`src/verilog/rfc_pkg.sv`:
```
// Shared constants, types and ECC helpers for failover control
package rfc_pkg;

    // Data path widths
    localparam int DATA_W     = 8;
    localparam int CODE_W     = 12;
    localparam int ADDR_W     = 4;
    localparam int MEM_DEPTH  = 16;

    // Timing
    localparam int CLK_HZ      = 10_000_000;
    localparam int SUP_TIME_US = 1000;
    localparam int SUP_CYC     = SUP_TIME_US * (CLK_HZ / 1_000_000);
    localparam int FB_TIME_S   = 4;
    localparam int FB_CYC      = FB_TIME_S * CLK_HZ;
    localparam int RETEST_MS   = 10;
    localparam int RETEST_CYC  = RETEST_MS * (CLK_HZ / 1000);

    // Reset values
    localparam logic [DATA_W-1:0] IO_OUT_RST  = 8'h00;
    localparam logic [DATA_W-1:0] BUS_DAT_RST = 8'h00;
    localparam logic              BUS_SEL_RST = 1'h0;

    typedef struct packed {
        logic [DATA_W-1:0] res_a;
        logic [DATA_W-1:0] res_b;
        logic [ADDR_W-1:0] addr;
        logic              valid;
    } rfc_calc_t;

    typedef struct packed {
        logic active;
        logic fault;
    } rfc_peer_t;

    typedef enum {
        RFC_STANDBY,
        RFC_ACTIVE,
        RFC_DIAG,
        RFC_FAILED
    } rfc_role_t;

    // Hamming encode, parity at positions 1, 2, 4, 8
    function automatic logic [CODE_W-1:0] rfc_enc(
        input logic [DATA_W-1:0] d);
        logic [CODE_W-1:0] c;
        int                j;
        c = '0;
        j = 0;
        for (int i = 1; i <= CODE_W; i++) begin
            if ((i & (i - 1)) != 0) begin
                c[i-1] = d[j];
                j++;
            end
        end
        for (int k = 0; k < 4; k++) begin
            for (int i = 1; i <= CODE_W; i++) begin
                if (i[k] && i != (1 << k)) begin
                    c[(1<<k)-1] = c[(1<<k)-1] ^ c[i-1];
                end
            end
        end
        return c;
    endfunction

    function automatic logic [3:0] rfc_syn(
        input logic [CODE_W-1:0] c);
        logic [3:0] s;
        s = 4'h0;
        for (int i = 1; i <= CODE_W; i++) begin
            if (c[i-1]) begin
                s = s ^ i[3:0];
            end
        end
        return s;
    endfunction

    function automatic logic [DATA_W-1:0] rfc_fix(
        input logic [CODE_W-1:0] c);
        logic [CODE_W-1:0] f;
        logic [3:0]        s;
        logic [DATA_W-1:0] d;
        int                j;
        f = c;
        s = rfc_syn(c);
        d = '0;
        j = 0;
        if (s != 4'h0 && int'(s) <= CODE_W) begin
            f[s-4'h1] = ~f[s-4'h1];
        end
        for (int i = 1; i <= CODE_W; i++) begin
            if ((i & (i - 1)) != 0) begin
                d[j] = f[i-1];
                j++;
            end
        end
        return d;
    endfunction

endpackage

```
`src/verilog/rfc_top.sv`:
```
// Duplexed card supervision, bus redundancy and output fallback
module rfc_top #(
    parameter int SUP_CYC_P    = rfc_pkg::SUP_CYC,
    parameter int FB_CYC_P     = rfc_pkg::FB_CYC,
    parameter int RETEST_CYC_P = rfc_pkg::RETEST_CYC
) (
    // Clock and reset
    input  wire logic                         clk,
    input  wire logic                         reset_n,
    // Lockstep processor pair
    input  wire rfc_pkg::rfc_calc_t           calc,
    input  wire logic [1:0]                   bad_access,
    input  wire logic                         sup_kick,
    input  wire logic                         diag_done,
    input  wire logic                         diag_hw_ok,
    // Peer card
    input  wire rfc_pkg::rfc_peer_t           peer,
    input  wire logic                         slot_primary,
    // Main memory read and upset model
    input  wire logic [rfc_pkg::ADDR_W-1:0]   mem_raddr,
    input  wire logic                         upset_en,
    input  wire logic [rfc_pkg::ADDR_W-1:0]   upset_addr,
    input  wire logic [3:0]                   upset_bit,
    // I/O bus side
    input  wire logic                         remote_variant,
    input  wire logic                         pio_fault,
    input  wire logic                         bus_xfer,
    input  wire logic [1:0]                   bus_err,
    input  wire logic [1:0]                   retest_ok,
    // I/O module output
    input  wire logic                         io_access,
    input  wire logic [rfc_pkg::DATA_W-1:0]   io_wdata,
    input  wire logic                         fb_hold,
    input  wire logic [rfc_pkg::DATA_W-1:0]   fb_preset,
    // Card status
    output logic                              active_r,
    output logic                              cpu_fault_r,
    output logic [1:0]                        cpu_halt_r,
    output logic                              diag_start_r,
    output logic                              card_failed_r,
    output logic                              sup_expired_r,
    // Bus interface
    output logic [rfc_pkg::DATA_W-1:0]        bus_data_r,
    output logic                              bus_valid_r,
    output logic                              bus_master_r,
    output logic                              bus_diag_only_r,
    output logic                              bus_sel_r,
    output logic [1:0]                        bus_bad_r,
    output logic [1:0]                        retest_req_r,
    // Memory read data
    output logic [rfc_pkg::DATA_W-1:0]        mem_rdata_r,
    output logic                              mem_corrected_r,
    // I/O module drive
    output logic [rfc_pkg::DATA_W-1:0]        io_out_r,
    output logic                              fallback_r
);
    import rfc_pkg::*;

    rfc_role_t         role_r;
    rfc_role_t         role_nxt;
    logic [31:0]       sup_cnt_r;
    logic [31:0]       fb_cnt_r;
    logic [31:0]       fb_cnt_nxt;
    logic [31:0]       rt_cnt_r;
    logic [CODE_W-1:0] mem [MEM_DEPTH];
    logic [CODE_W-1:0] mem_word;

    wire same_w     = calc.res_a == calc.res_b;
    wire bad_w      = |bad_access;
    wire mismatch_w = calc.valid && !same_w;
    wire agree_w    = calc.valid && same_w && !bad_w;
    wire lfault_w   = mismatch_w || bad_w;
    wire sup_exp_w  = sup_cnt_r == SUP_CYC_P;
    // take over only from an idle peer
    wire may_take_w = !peer.active &&
                      (peer.fault || slot_primary);
    wire diag_pass_w = role_r == RFC_DIAG &&
                       diag_done && diag_hw_ok;
    wire act_nxt_w  = role_nxt == RFC_ACTIVE;

    // Role sequencing
    always_comb begin
        role_nxt = role_r;
        case (role_r)
            RFC_STANDBY: begin
                if (lfault_w) begin
                    role_nxt = RFC_DIAG;
                end else if (may_take_w) begin
                    role_nxt = RFC_ACTIVE;
                end
            end
            RFC_ACTIVE: begin
                if (lfault_w || sup_exp_w || pio_fault) begin
                    role_nxt = RFC_DIAG;
                end else if (peer.active && !slot_primary) begin
                    role_nxt = RFC_STANDBY;
                end
            end
            RFC_DIAG: begin
                if (diag_done) begin
                    role_nxt = diag_hw_ok ? RFC_STANDBY
                                          : RFC_FAILED;
                end
            end
            default: begin
                role_nxt = RFC_FAILED;
            end
        endcase
    end

    always_ff @(posedge clk) begin
        if (!reset_n) begin
            role_r        <= RFC_STANDBY;
            active_r      <= 1'b0;
            cpu_fault_r   <= 1'b0;
            diag_start_r  <= 1'b0;
            card_failed_r <= 1'b0;
        end else begin
            role_r        <= role_nxt;
            active_r      <= act_nxt_w;
            cpu_fault_r   <= mismatch_w;
            diag_start_r  <= role_nxt == RFC_DIAG &&
                             role_r != RFC_DIAG;
            card_failed_r <= role_nxt == RFC_FAILED;
        end
    end

    // supervision timer on the active card
    always_ff @(posedge clk) begin
        if (!reset_n || role_r != RFC_ACTIVE || sup_kick) begin
            sup_cnt_r <= 32'h0;
        end else if (!sup_exp_w) begin
            sup_cnt_r <= sup_cnt_r + 32'h1;
        end
    end

    always_ff @(posedge clk) begin
        if (!reset_n) begin
            sup_expired_r <= 1'b0;
        end else begin
            sup_expired_r <= sup_exp_w;
        end
    end

    always_ff @(posedge clk) begin
        if (!reset_n) begin
            cpu_halt_r <= 2'h0;
        end else begin
            cpu_halt_r <= bad_access |
                          (cpu_halt_r & {2{!diag_pass_w}});
        end
    end

    // ECC memory, bad data never stored
    assign mem_word = mem[mem_raddr];

    always_ff @(posedge clk) begin
        if (agree_w) begin
            mem[calc.addr] <= rfc_enc(calc.res_a);
        end
        if (upset_en && int'(upset_bit) < CODE_W) begin
            mem[upset_addr][upset_bit] <=
                ~mem[upset_addr][upset_bit];
        end
    end

    always_ff @(posedge clk) begin
        if (!reset_n) begin
            mem_rdata_r     <= BUS_DAT_RST;
            mem_corrected_r <= 1'b0;
        end else begin
            mem_rdata_r     <= rfc_fix(mem_word);
            mem_corrected_r <= rfc_syn(mem_word) != 4'h0;
        end
    end

    // both cards keep fresh results; only active sends
    always_ff @(posedge clk) begin
        if (!reset_n) begin
            bus_data_r  <= BUS_DAT_RST;
            bus_valid_r <= 1'b0;
        end else begin
            if (agree_w) begin
                bus_data_r <= calc.res_a;
            end
            bus_valid_r <= agree_w && role_r == RFC_ACTIVE;
        end
    end

    // bus interface role follows the card
    always_ff @(posedge clk) begin
        if (!reset_n) begin
            bus_master_r    <= 1'b0;
            bus_diag_only_r <= 1'b0;
        end else begin
            bus_master_r    <= act_nxt_w;
            bus_diag_only_r <= remote_variant && !act_nxt_w;
        end
    end

    // Per-bus abnormal flags
    logic [1:0] bad_nxt;
    for (genvar i = 0; i < 2; i++) begin : g_bus
        // error wins over a passing retest
        assign bad_nxt[i] = bus_err[i] |
                            (bus_bad_r[i] & !retest_ok[i]);
    end

    // alternate, steer off an abnormal bus
    wire other_w   = ~bus_sel_r;
    wire sel_nxt_w = (!bad_nxt[other_w] &&
                      (bad_nxt[bus_sel_r] || bus_xfer))
                     ? other_w : bus_sel_r;
    wire rt_tick_w = rt_cnt_r == RETEST_CYC_P - 1;

    always_ff @(posedge clk) begin
        if (!reset_n || rt_tick_w) begin
            rt_cnt_r <= 32'h0;
        end else begin
            rt_cnt_r <= rt_cnt_r + 32'h1;
        end
    end

    always_ff @(posedge clk) begin
        if (!reset_n) begin
            bus_sel_r    <= BUS_SEL_RST;
            bus_bad_r    <= 2'h0;
            retest_req_r <= 2'h0;
        end else begin
            bus_sel_r    <= sel_nxt_w;
            bus_bad_r    <= bad_nxt;
            retest_req_r <= {2{rt_tick_w}} & bus_bad_r;
        end
    end

    wire fb_clr_w = io_access && !sup_exp_w;

    always_comb begin
        if (fb_clr_w) begin
            fb_cnt_nxt = 32'h0;
        end else if (fb_cnt_r == FB_CYC_P) begin
            fb_cnt_nxt = fb_cnt_r;
        end else begin
            fb_cnt_nxt = fb_cnt_r + 32'h1;
        end
    end

    wire fb_nxt_w = fb_cnt_nxt == FB_CYC_P;

    always_ff @(posedge clk) begin
        if (!reset_n) begin
            fb_cnt_r   <= 32'h0;
            fallback_r <= 1'b0;
            io_out_r   <= IO_OUT_RST;
        end else begin
            fb_cnt_r   <= fb_cnt_nxt;
            fallback_r <= fb_nxt_w;
            if (fb_clr_w) begin
                io_out_r <= io_wdata;
            end else if (fb_nxt_w && !fallback_r && !fb_hold) begin
                io_out_r <= fb_preset;
            end
        end
    end
endmodule
```
`config.mk`:
```
export PLATFORM = sky130hd
export DESIGN_NAME = rfc_top
export DESIGN_NICKNAME = d
export VERILOG_FILES = /design/src/verilog/rfc_pkg.sv /design/src/verilog/rfc_top.sv
export SDC_FILE = /design/constraint.sdc
export NUM_CORES = 1
export LEC_CHECK = 0
export BUFFER_PORTS_ARGS = -buffer_cell sky130_fd_sc_hd__buf_2
export CAP_MARGIN = 0
export CORE_UTILIZATION = 45
export CTS_CLUSTER_SIZE = 28
export DETAILED_ROUTE_END_ITERATION = 8
export GPL_TIMING_DRIVEN = 1
export HOLD_SLACK_MARGIN = 0.06
export PLACE_DENSITY_LB_ADDON = 0.25
export RECOVER_POWER = 100
export SETUP_SLACK_MARGIN = 0.1
export SLEW_MARGIN = 0
export SYNTH_ARGS = -nofsm -noshare
export SYNTH_HDL_FRONTEND = slang
export SYNTH_SLANG_ARGS = --single-unit
```
`constraint.sdc`:
```
create_clock -name clk -period 4.05 [get_ports clk]
set_input_delay 0.2025 -clock clk [delete_from_list [all_inputs] [get_ports clk]]
set_output_delay 0.2025 -clock clk [all_outputs]
set_load 0.005 [all_outputs]
```
Word level (Yosys, flattened, before mapping)
Memories as Yosys holds them, arrays and structs flattened.
Index checks and enable logic that the tools add are counted.
Storage, ports and cells
  register bits: 168
  bits in writable memories: 192
  bits of input ports: 69
  output and inout port bits: 41
  memories kept: 1
Cells by class
  add/sub/neg operators: 16
  magnitude comparators: 29
  equality and inequality tests: 14
  muxes and demuxes: 142
  bitwise gates (word level): 35
  reductions and logical operators: 50
Memories
  mem: words 16, width 12, rd ports 2, clocked after memory_dff 0, wr ports 2, line rfc_top.sv:65  | logic [CODE_W-1:0] mem [MEM_DEPTH];
Operators with widths (count)
  $mux 32: 21
  $lt 32x5->1 const B: 14
  $add 32x2->32 const B: 12
  $ge 32x1->1 const B: 7
  $add 32x1->32 const B: 3
  $eq 32x2->1 const B: 3
  $eq 32x3->1 const B: 3
  $pmux 32 s3: 1
  $mux 4: 17
  $eq 32x26->1 const B: 2
  $mux 8: 8
  $mux 1: 59
  $bwmux 8: 7
  $mux 12: 3
  $eq 32x1->1 const B: 1
  $eq 32x14->1 const B: 1
  $eq 32x17->1 const B: 1
  $logic_not 32->1: 1
  $ne 32x2->1 const B: 1
  $ne 32x3->1 const B: 1
  $logic_and 1x1->1: 25
  $bmux 1 s3: 7
  $demux 1 s3: 7
  $xor 1x1->1: 14
  24 further kinds: 67

Logic depth before layout (Yosys ltp)
Gate-level depths: netlist of run 1.
An unclocked memory read counts as a cell.
  depth in word-level cells: 58
  gate-level depth with buffers: 15
  mapped depth without buffers: 12

Least setup slack after synthesis of run 1
Ideal clock, no wire load.
  path kind: input to register
  from: in mem_raddr[0] in the netlist's numbering
  to: reg mem_rdata_r[0] in the netlist's numbering
  library setup time: 0.072 ns
  arrival: 3.433 ns
  setup slack: 0.546 ns
  cell stages on the path: 11
  path buffers: 1
  cell sequence: buf_6 mux4_2 mux4_2 xnor2_2 xnor3_1 ha_1 nand2b_1 o21ai_0 mux2_2 a221o_1 mux2i_1
On the way
  longest elaborated chain between the ends: 52
  elaborated cells on any way between the ends: 62
  those cells by class: add/sub: 1; order compare: 3; mux: 45; bitwise: 9; reduce/logical: 3; memory: 1
Ends and longest elaborated chain
  from (decl): line rfc_top.sv:20  | input wire logic [rfc_pkg::ADDR_W-1:0] mem_raddr,
  $mem_v2 16x12 (*)
  $mux 1: line rfc_pkg.sv:71  | if (c[i-1]) begin
  $mux 4: line rfc_top.sv:168  | if (!reset_n) begin
  $mux 2: line rfc_pkg.sv:71
  $mux 4: line rfc_top.sv:168
  $not 2->2 (no line)
  $mux 2: line rfc_pkg.sv:71
  $mux 4: line rfc_top.sv:168
  [... 36 more ...]
  $mux 8: line rfc_top.sv:168
  $bwmux 8: line rfc_pkg.sv:93  | d[j] = f[i-1];
  $mux 8: line rfc_top.sv:168
  $bwmux 8: line rfc_pkg.sv:93
  $mux 8: line rfc_top.sv:168
  $bwmux 8: line rfc_pkg.sv:93
  $mux 8: line rfc_top.sv:168
  $bwmux 8 (*): line rfc_pkg.sv:93
  to (signal assigned): line rfc_top.sv:172  | mem_rdata_r <= rfc_fix(mem_word);
  to (decl): line rfc_top.sv:51  | output logic [rfc_pkg::DATA_W-1:0] mem_rdata_r,
Every way passes the cells marked *; elsewhere a longest branch is shown, timed or not. The select of a mux whose other input is x is not followed.
A chain may end at the register's enable or synchronous reset.

==> results of run 1 <==
## sequential cells by signal, indices dropped and copies added, names as in the netlist
register	cells
fb_cnt_r	32
cpu_fault_r	1
mem	192
bus_data_r	8
bus_bad_r	2
sup_expired_r	1
bus_sel_r	1
cpu_halt_r	2
rt_cnt_r	32
retest_req_r	2
fallback_r	1
bus_master_r	1
sup_cnt_r	32
bus_diag_only_r	1
mem_corrected_r	1
bus_valid_r	1
role_r	32
card_failed_r	1
io_out_r	8
mem_rdata_r	8
diag_start_r	1
## cell usage after synthesis, types with 22 or more instances
cell type                  number  share of area [%]
sky130_fd_sc_hd__nand3_1       58                1.4
sky130_fd_sc_hd__edfxtp_1     192                 27
sky130_fd_sc_hd__nor4_1        23               0.69
sky130_fd_sc_hd__nand4_1       23               0.69
sky130_fd_sc_hd__o21ai_0      274                6.5
sky130_fd_sc_hd__clkbuf_1     146                2.6
sky130_fd_sc_hd__nand2_1      143                2.6
sky130_fd_sc_hd__xor2_1        58                2.4
sky130_fd_sc_hd__mux4_2       116                 12
sky130_fd_sc_hd__a21oi_1       26               0.62
sky130_fd_sc_hd__dfxtp_1      168                 16
sky130_fd_sc_hd__o31a_1        33                1.4
sky130_fd_sc_hd__nor2_1       297                5.3
sky130_fd_sc_hd__inv_1         22               0.39
sky130_fd_sc_hd__nor3_1        24               0.57
sky130_fd_sc_hd__buf_2         32               0.76
sky130_fd_sc_hd__mux2_2       129                6.9
sky130_fd_sc_hd__xnor2_1       58                2.4
## routing by layer
metal | up-vias | global-route usage [%]
met5 | - | 0
met4 | 0 | 10.1
met3 | 132 | 5.84
met2 | 751 | 41.2
met1 | 8122 | 34.4
li1 | 7616 | -
## worst paths after layout
path | from | end | slack, ns | depth (start not counted)
max reg2reg | mem[3][2] | mem[3][8] | 0.23 | 8
max | mem[3][2] | mem[3][8] | 0.23 | 8
min reg2reg | rt_cnt_r[0] | rt_cnt_r[0] | 0.46 | 1
min | retest_ok[0] | bus_sel_r | 0.11 | 6
## report_power, final
group	total [mW]	internal [mW]	leakage (nW)	switching (mW)
Combinational	1.40	0.598	4.03	0.801
Clock	3.96	2.35	0.694	1.61
Sequential	3.96	3.93	3.10	0.0253
Total	9.32	6.89	7.83	2.44
## placed cells by master, fill, tap and decap left out, types with 4 or more instances in the layout
cell type	instances
sky130_fd_sc_hd__a21oi_1	26
sky130_fd_sc_hd__a22oi_1	18
sky130_fd_sc_hd__a311oi_1	9
sky130_fd_sc_hd__and2_1	9
sky130_fd_sc_hd__and3_1	21
sky130_fd_sc_hd__and4_1	12
sky130_fd_sc_hd__buf_12	4
sky130_fd_sc_hd__buf_2	83
sky130_fd_sc_hd__buf_4	44
sky130_fd_sc_hd__bufinv_16	4
sky130_fd_sc_hd__clkbuf_1	47
sky130_fd_sc_hd__clkbuf_16	46
sky130_fd_sc_hd__clkbuf_2	6
sky130_fd_sc_hd__clkinv_1	8
sky130_fd_sc_hd__clkinv_2	5
sky130_fd_sc_hd__conb_1	30
sky130_fd_sc_hd__dfxtp_1	168
sky130_fd_sc_hd__dlygate4sd3_1	27
sky130_fd_sc_hd__edfxtp_1	192
sky130_fd_sc_hd__ha_1	10
sky130_fd_sc_hd__inv_1	23
sky130_fd_sc_hd__mux2_2	129
sky130_fd_sc_hd__mux2i_1	13
sky130_fd_sc_hd__mux4_2	116
sky130_fd_sc_hd__nand2_1	143
sky130_fd_sc_hd__nand2b_1	6
sky130_fd_sc_hd__nand3_1	58
sky130_fd_sc_hd__nand4_1	23
sky130_fd_sc_hd__nor2_1	297
sky130_fd_sc_hd__nor2b_1	16
sky130_fd_sc_hd__nor3_1	24
sky130_fd_sc_hd__nor3b_1	6
sky130_fd_sc_hd__nor4_1	23
sky130_fd_sc_hd__nor4b_1	10
sky130_fd_sc_hd__o21ai_0	275
sky130_fd_sc_hd__o31a_1	33
sky130_fd_sc_hd__or3_1	11
sky130_fd_sc_hd__xnor2_1	58
sky130_fd_sc_hd__xor2_1	58
## through the flow
stage / std cells / worst slack, ns / hold slack (ns)
after floorplan: 2072 / 0.546 / 0.320
after global placement: 2654 / 0.145 / 0.432
after detailed placement: 2654 / 0.0808 / 0.437
after CTS: 2760 / 0.335 / 0.0676
after global routing: 2760 / 0.102 / 0.134
final: 2760 / 0.231 / 0.105
## logic make-up after synthesis
kind of cell / Yosys count
other: 1
and+or+nand+nor: 674
buffers and inverters: 218
adders and majority gates: 10
DFF: 360
muxes: 258
xor gates and xnor gates: 122
AOI/OAI and AO/OA: 400
## area by class of cell
class | instances | share of cell area, %
Clock inverter | 23 | 1.03
Clock buffer | 56 | 5.05
Sequential cell | 360 | 38.4
Timing Repair Buffer | 202 | 5.34
Multi-Input combinational cell | 1494 | 46.6
Inverter | 25 | 0.395
Tap cell | 600 | 3.16
## critical path, delay by kind of cell (launching register included)
family | cells | cell delay [ns]
multiplexers | 4 | 1.86
buffers and inverters | 1 | 1.02
flip-flops | 1 | 0.42
AND/OR/NAND/NOR | 1 | 0.09
AO/OA/AOI/OAI | 2 | 0.26
==> flow_metrics.env, run 1 <==
export IMPL_synth_adder_area_share_pct=0.596
export IMPL_wirelength_met1_um=25300
export IMPL_post_cts_buffers=0
export IMPL_synthesis_area_um2=21000
export IMPL_start_util_pct=46.0
export IMPL_worstSkewPairLatency_ns=0.58
export IMPL_fp_dieW_um=218
export IMPL_numCtsBuffers=43
export IMPL_portBuffers=109
export IMPL_holdCritPathClass="in -> reg"
export IMPL_synth_top_family_by_area="multiplexers"
export IMPL_setup_viol_count_final=0
export IMPL_postSynthAreaPerCell_um2=10.3
export IMPL_layout_filler_cells=4086
export IMPL_synthesis_yosys_warnings=0
export IMPL_cts_path_max_buffers=3
export IMPL_multi_input_comb_area_um2=11100
export IMPL_number_of_synthesized_flops_with_an_enable_pin=192
export IMPL_setup_tns_ns=0
export IMPL_hold_viol=0
export IMPL_critical_path_arrival_ns=4.25
export IMPL_ctsHoldBuffers=27
export IMPL_ys_ff_latch=360
export IMPL_crit_type="reg -> reg"
export IMPL_top_level_pins=110
export IMPL_remaining_drc_errors=0
export IMPL_cap_violations=0
export IMPL_row_count=78
export IMPL_globalplace_congestion=0.921
export IMPL_drt_first_pass_iters=6
export IMPL_worst_path_max_delay_cell="sky130_fd_sc_hd__clkbuf_2"
export IMPL_peakVddDrop_v=0.000397
export IMPL_critical_path_cell_chain="mux4_2 -> mux4_2 -> mux4_2 -> nand2_1 -> a21oi_1 -> a31oi_4 -> clkbuf_2 -> mux2_2"
export IMPL_layout_cell_area_non_filler_um2=23700
export IMPL_end_kind="flip-flop"
export IMPL_maxSlewViolCount=0
export IMPL_clock_sinks=360
export IMPL_timing_critical_path_from_type="flip-flop"
export IMPL_routedWlPerCell_um=22.3
export IMPL_met2RoutedLength_um=28200
export IMPL_min_period_ns=3.82
export IMPL_yosys_most_used_dff="sky130_fd_sc_hd__edfxtp_1"
export IMPL_area_overhead_of_the_layout_relative_to_synthesis_pct=13.1
export IMPL_run_status="complete, no violations"
export IMPL_power_leakage_nw=7.83
export IMPL_path_clk_slew_ns=0.06
export IMPL_die_h_um=218
export IMPL_finalCritPeriodShare_pct=94.3
export IMPL_timing_worst_slew_pin_value_ns=1.33
export IMPL_number_of_antenna_violations_at_the_first_check_in_global_routing=0
export IMPL_hpwl_um=40500
export IMPL_wl_met3_um=5820
export IMPL_synth_simple_gate_area_share_pct=14.9
export IMPL_maxClockFrequency_mhz=262
export IMPL_finalPower_mw=9.32
export IMPL_synth_lib_cells_used_distinct=76
export IMPL_gr_usage_all_layers_pct=26.0
export IMPL_skew_ns=0.0173
export IMPL_worst_endpoint_required_ns=4.48
export IMPL_slew_limit_headroom_pct=10.4
export IMPL_power_density_cell_area_nw_per_um2=393
export IMPL_global_route_overflow_total=0
export IMPL_die_footprint_um2=47500
export IMPL_post_dp_area_um2=22200
export IMPL_regArea_um2=9130
export IMPL_largest_fanout_on_the_critical_path=70
export IMPL_wl_um=61600
export IMPL_initial_drc_count=1733
export IMPL_wire_length_of_the_first_global_routing_pass_um=93300
export IMPL_top_routing_layer_in_use="met4"
export IMPL_viasPerCell=6.02
export IMPL_synth_compound_area_share_pct=11.3
export IMPL_fraction_of_final_layout_cells_with_drive_strength_greater_than_1_pct=21.2
export IMPL_post_cts_resize_count=0
export IMPL_core_area_um2=45700
export IMPL_first_global_vias=15900
export IMPL_final_nets=2205
export IMPL_routed_via_count=16600
export IMPL_grt_start_max_net_pins=71
export IMPL_ys_async_sr_fraction_pct=0
export IMPL_synth_seq_area_share_pct=43.5
export IMPL_post_synth_inst_count=2043
export IMPL_unrepaired_setup_endpoints_after_global_routing="false"
export IMPL_worst_path_largest_cell_delay_ns=1.02
export IMPL_cts_max_level=2
export IMPL_clock_root_buffer="sky130_fd_sc_hd__clkbuf_16"
export IMPL_final_antenna_net_count=0
export IMPL_tritoncts="built"
export IMPL_worst_path_most_repeated_cell="sky130_fd_sc_hd__mux4_2"
export IMPL_final_core_util_pct=52.0
export IMPL_yosys_area_share_xor_xnor_pct=5.44
export IMPL_antenna_cells_inserted=0
export IMPL_muxShareOfSynthArea_pct=20.0
No activity file was read; power rests on OpenSTA's default activity.
==> inputs of run 2 (changes only) <==
CORE_UTILIZATION = 53   (was 45)
TNS_END_PERCENT = 50   (was not set)
==> run 2 against run 1 <==
Sequential power barely moved. Clock power down 8.3%. Hold slack lost 0.023 ns. Critical path depth rose by 2. Cell count down 2.8%. Utilization grew 8.7 points. Via count is 1.5% higher. Fmax shrank 0.59%. First-iteration DRC count is 7.7% higher. Critical path type unchanged. Critical endpoint is now mem_rdata_r[0].
==> flow_metrics.env, run 2 (synthesis gave the netlist of run 1 again) <==
export IMPL_timing_final_ws_setup_ns=0.209
export IMPL_drt_first_pass_iters=6
export IMPL_die_h_um=201
export IMPL_die_footprint_um2=40400
export IMPL_finalCritPeriodShare_pct=94.9
export IMPL_portBuffers=109
export IMPL_cap_violations=0
export IMPL_placed_cells=2582
export IMPL_routedWlPerCell_um=22.6
export IMPL_power_leakage_nw=7.79
export IMPL_gr_usage_all_layers_pct=30.0
export IMPL_slew_limit_headroom_pct=9.20
export IMPL_final_nets=2211
export IMPL_fraction_of_final_layout_cells_with_drive_strength_greater_than_1_pct=21.0
export IMPL_timing_critical_path_from_type="flip-flop"
export IMPL_worst_endpoint_required_ns=4.55
export IMPL_share_clk_of_total_power_pct=40.2
export IMPL_row_count=72
export IMPL_finalPower_mw=9.01
export IMPL_tritoncts="built"
export IMPL_maxSlewViolCount=0
export IMPL_initial_drc_count=1866
export IMPL_post_cts_buffers=0
export IMPL_routed_via_count=16900
export IMPL_grtUsageMet1_pct=37.3
export IMPL_unrepaired_setup_endpoints_after_global_routing="false"
export IMPL_final_core_util_pct=60.7
export IMPL_peakVddDrop_v=0.000318
export IMPL_gr_max_usage_layer="met2"
export IMPL_share_seq_of_total_power_pct=44.0
export IMPL_hold_viol=0
export IMPL_cts_path_max_buffers=3
export IMPL_comb_power_share_pct=15.8
export IMPL_fp_dieW_um=201
export IMPL_clock_sinks=360
export IMPL_wl_um=60700
export IMPL_numCtsBuffers=40
export IMPL_stdcell_count=2682
export IMPL_cellInternalPower_mw=6.63
export IMPL_path_clk_slew_ns=0.06
export IMPL_run_status="complete, no violations"
export IMPL_regArea_um2=9130
export IMPL_register_name_with_the_most_flops="mem"
export IMPL_number_of_antenna_violations_at_the_first_check_in_global_routing=2
export IMPL_largest_fanout_on_the_critical_path=6
export IMPL_most_common_library_cell_in_the_layout_ignoring_fill_and_taps="sky130_fd_sc_hd__nor2_1"
export IMPL_multi_input_comb_area_um2=11100
export IMPL_min_period_ns=3.84
export IMPL_critical_path_arrival_ns=4.34
export IMPL_start_util_pct=54.1
export IMPL_viasPerCell=6.29
export IMPL_setup_viol_count_final=0
export IMPL_layout_common_cells="sky130_fd_sc_hd__nor2_1, sky130_fd_sc_hd__o21ai_0, sky130_fd_sc_hd__edfxtp_1, sky130_fd_sc_hd__dfxtp_1, sky130_fd_sc_hd__nand2_1"
export IMPL_largest_register_ff_count=192
export IMPL_core_area_um2=38800
export IMPL_clock_root_buffer="sky130_fd_sc_hd__clkbuf_16"
export IMPL_groute_layer_met3_usage_pct=7.11
export IMPL_power_switching_mw=2.38
export IMPL_end_kind="flip-flop"
export IMPL_wire_length_of_the_first_global_routing_pass_um=93100
export IMPL_worstSkewPairLatency_ns=0.57
export IMPL_post_place_ws_ns=0.0438
export IMPL_antenna_cells_inserted=0
export IMPL_crit_type="reg -> reg"
export IMPL_power_density_cell_area_nw_per_um2=382
export IMPL_area_overhead_of_the_layout_relative_to_synthesis_pct=12.3
export IMPL_final_antenna_net_count=0
export IMPL_layout_filler_cells=3219
export IMPL_grt_start_max_net_pins=90
export IMPL_globalplace_congestion=0.931
export IMPL_remaining_drc_errors=0
export IMPL_global_route_overflow_total=0
export IMPL_maxClockFrequency_mhz=260
export IMPL_power_switching_share_pct=26.4
export IMPL_top_level_pins=110
export IMPL_skew_ns=0.0136
export IMPL_setup_tns_ns=0
export IMPL_cts_max_level=2
export IMPL_first_global_vias=16400
export IMPL_hpwl_um=39900
export IMPL_holdCritPathClass="in -> reg"
export IMPL_global_route_usage_met2_pct=49.3
export IMPL_timing_worst_slew_pin_value_ns=1.35
[run 2: cell count changes in the layout (fill, tap and decap cells not counted), sizes merged]
| cell | previous run | this run |
|---|---|---|
| bufinv | 4 | 2 |
| clkinv | 17 | 14 |
| clkbuf | 100 | 107 |
| inv | 24 | 28 |
| buf | 131 | 132 |
| dlygate4sd3 | 27 | 26 |
| clkinvlp | 3 | 1 |
[run 2: timing repair]
item	4_1_cts	5_1_grt
hold buffers	26	0
resized for setup	0	1
setup endpoints to repair	0	1
endpoints found under the hold margin	15	0
[run 2: layer usage]
| layer | wire length [µm] | part of all wire (%) | vias up |
|---|---|---|---|
| met1 | 22900 | 38 | 8164 |
| met4 | 2600 | 4.3 | 2 |
| met3 | 6290 | 10 | 175 |
| met2 | 28900 | 48 | 904 |
| li1 | - | - | 7623 |
| met5 | 13 | 0.021 | - |
[run 2: area by class of cell]
class | count | share of cell area, %
multi-input cells | 1494 | 47.0
flip-flops and latches | 360 | 38.7
repair buffers | 211 | 5.64
clock buffers | 54 | 4.75
well taps | 518 | 2.75
clock inverters | 20 | 0.775
inverters | 25 | 0.398
[run 2: power groups by stage]
stage	clock [mW]	sequential (mW)	combinational, mW
detailed placement	0	4.04	1.39
global route	3.82	3.97	1.52
global placement	0	4.04	1.34
finish	3.63	3.96	1.42
CTS	3.68	3.96	1.42
floorplan	0	4.04	0.993
[run 2: critical path, stage by stage (launching register included)]
cell and delay [ns]:
sky130_fd_sc_hd__edfxtp_1 0.41, sky130_fd_sc_hd__mux4_2 0.49, sky130_fd_sc_hd__mux4_2 0.56, sky130_fd_sc_hd__xnor2_2 0.31, sky130_fd_sc_hd__xnor3_1 0.49, sky130_fd_sc_hd__ha_1 0.43
sky130_fd_sc_hd__nand2b_1 0.23, sky130_fd_sc_hd__o21ai_0 0.12, sky130_fd_sc_hd__mux2_2 0.28, sky130_fd_sc_hd__a221o_1 0.34, sky130_fd_sc_hd__mux2i_1 0.12
[run 2: path summary, 6_finish.rpt]
path | start | to | slack, ns | depth (start not counted)
hold reg to reg | rt_cnt_r[0] | rt_cnt_r[0] | 0.47 | 1
hold / removal | diag_done | cpu_halt_r[1] | 0.08 | 4
setup reg to reg | mem[3][9] | mem_rdata_r[0] | 0.21 | 10
setup / recovery | mem[3][9] | mem_rdata_r[0] | 0.21 | 10
[run 2: metrics by stage]
stage          area [µm²]  hold WS [ns]
2_1_floorplan       21100         0.320
3_3_place_gp        22200         0.435
3_5_place_dp        22200         0.439
4_1_cts             23700        0.0659
5_1_grt             23600         0.108
6_report            23600        0.0824
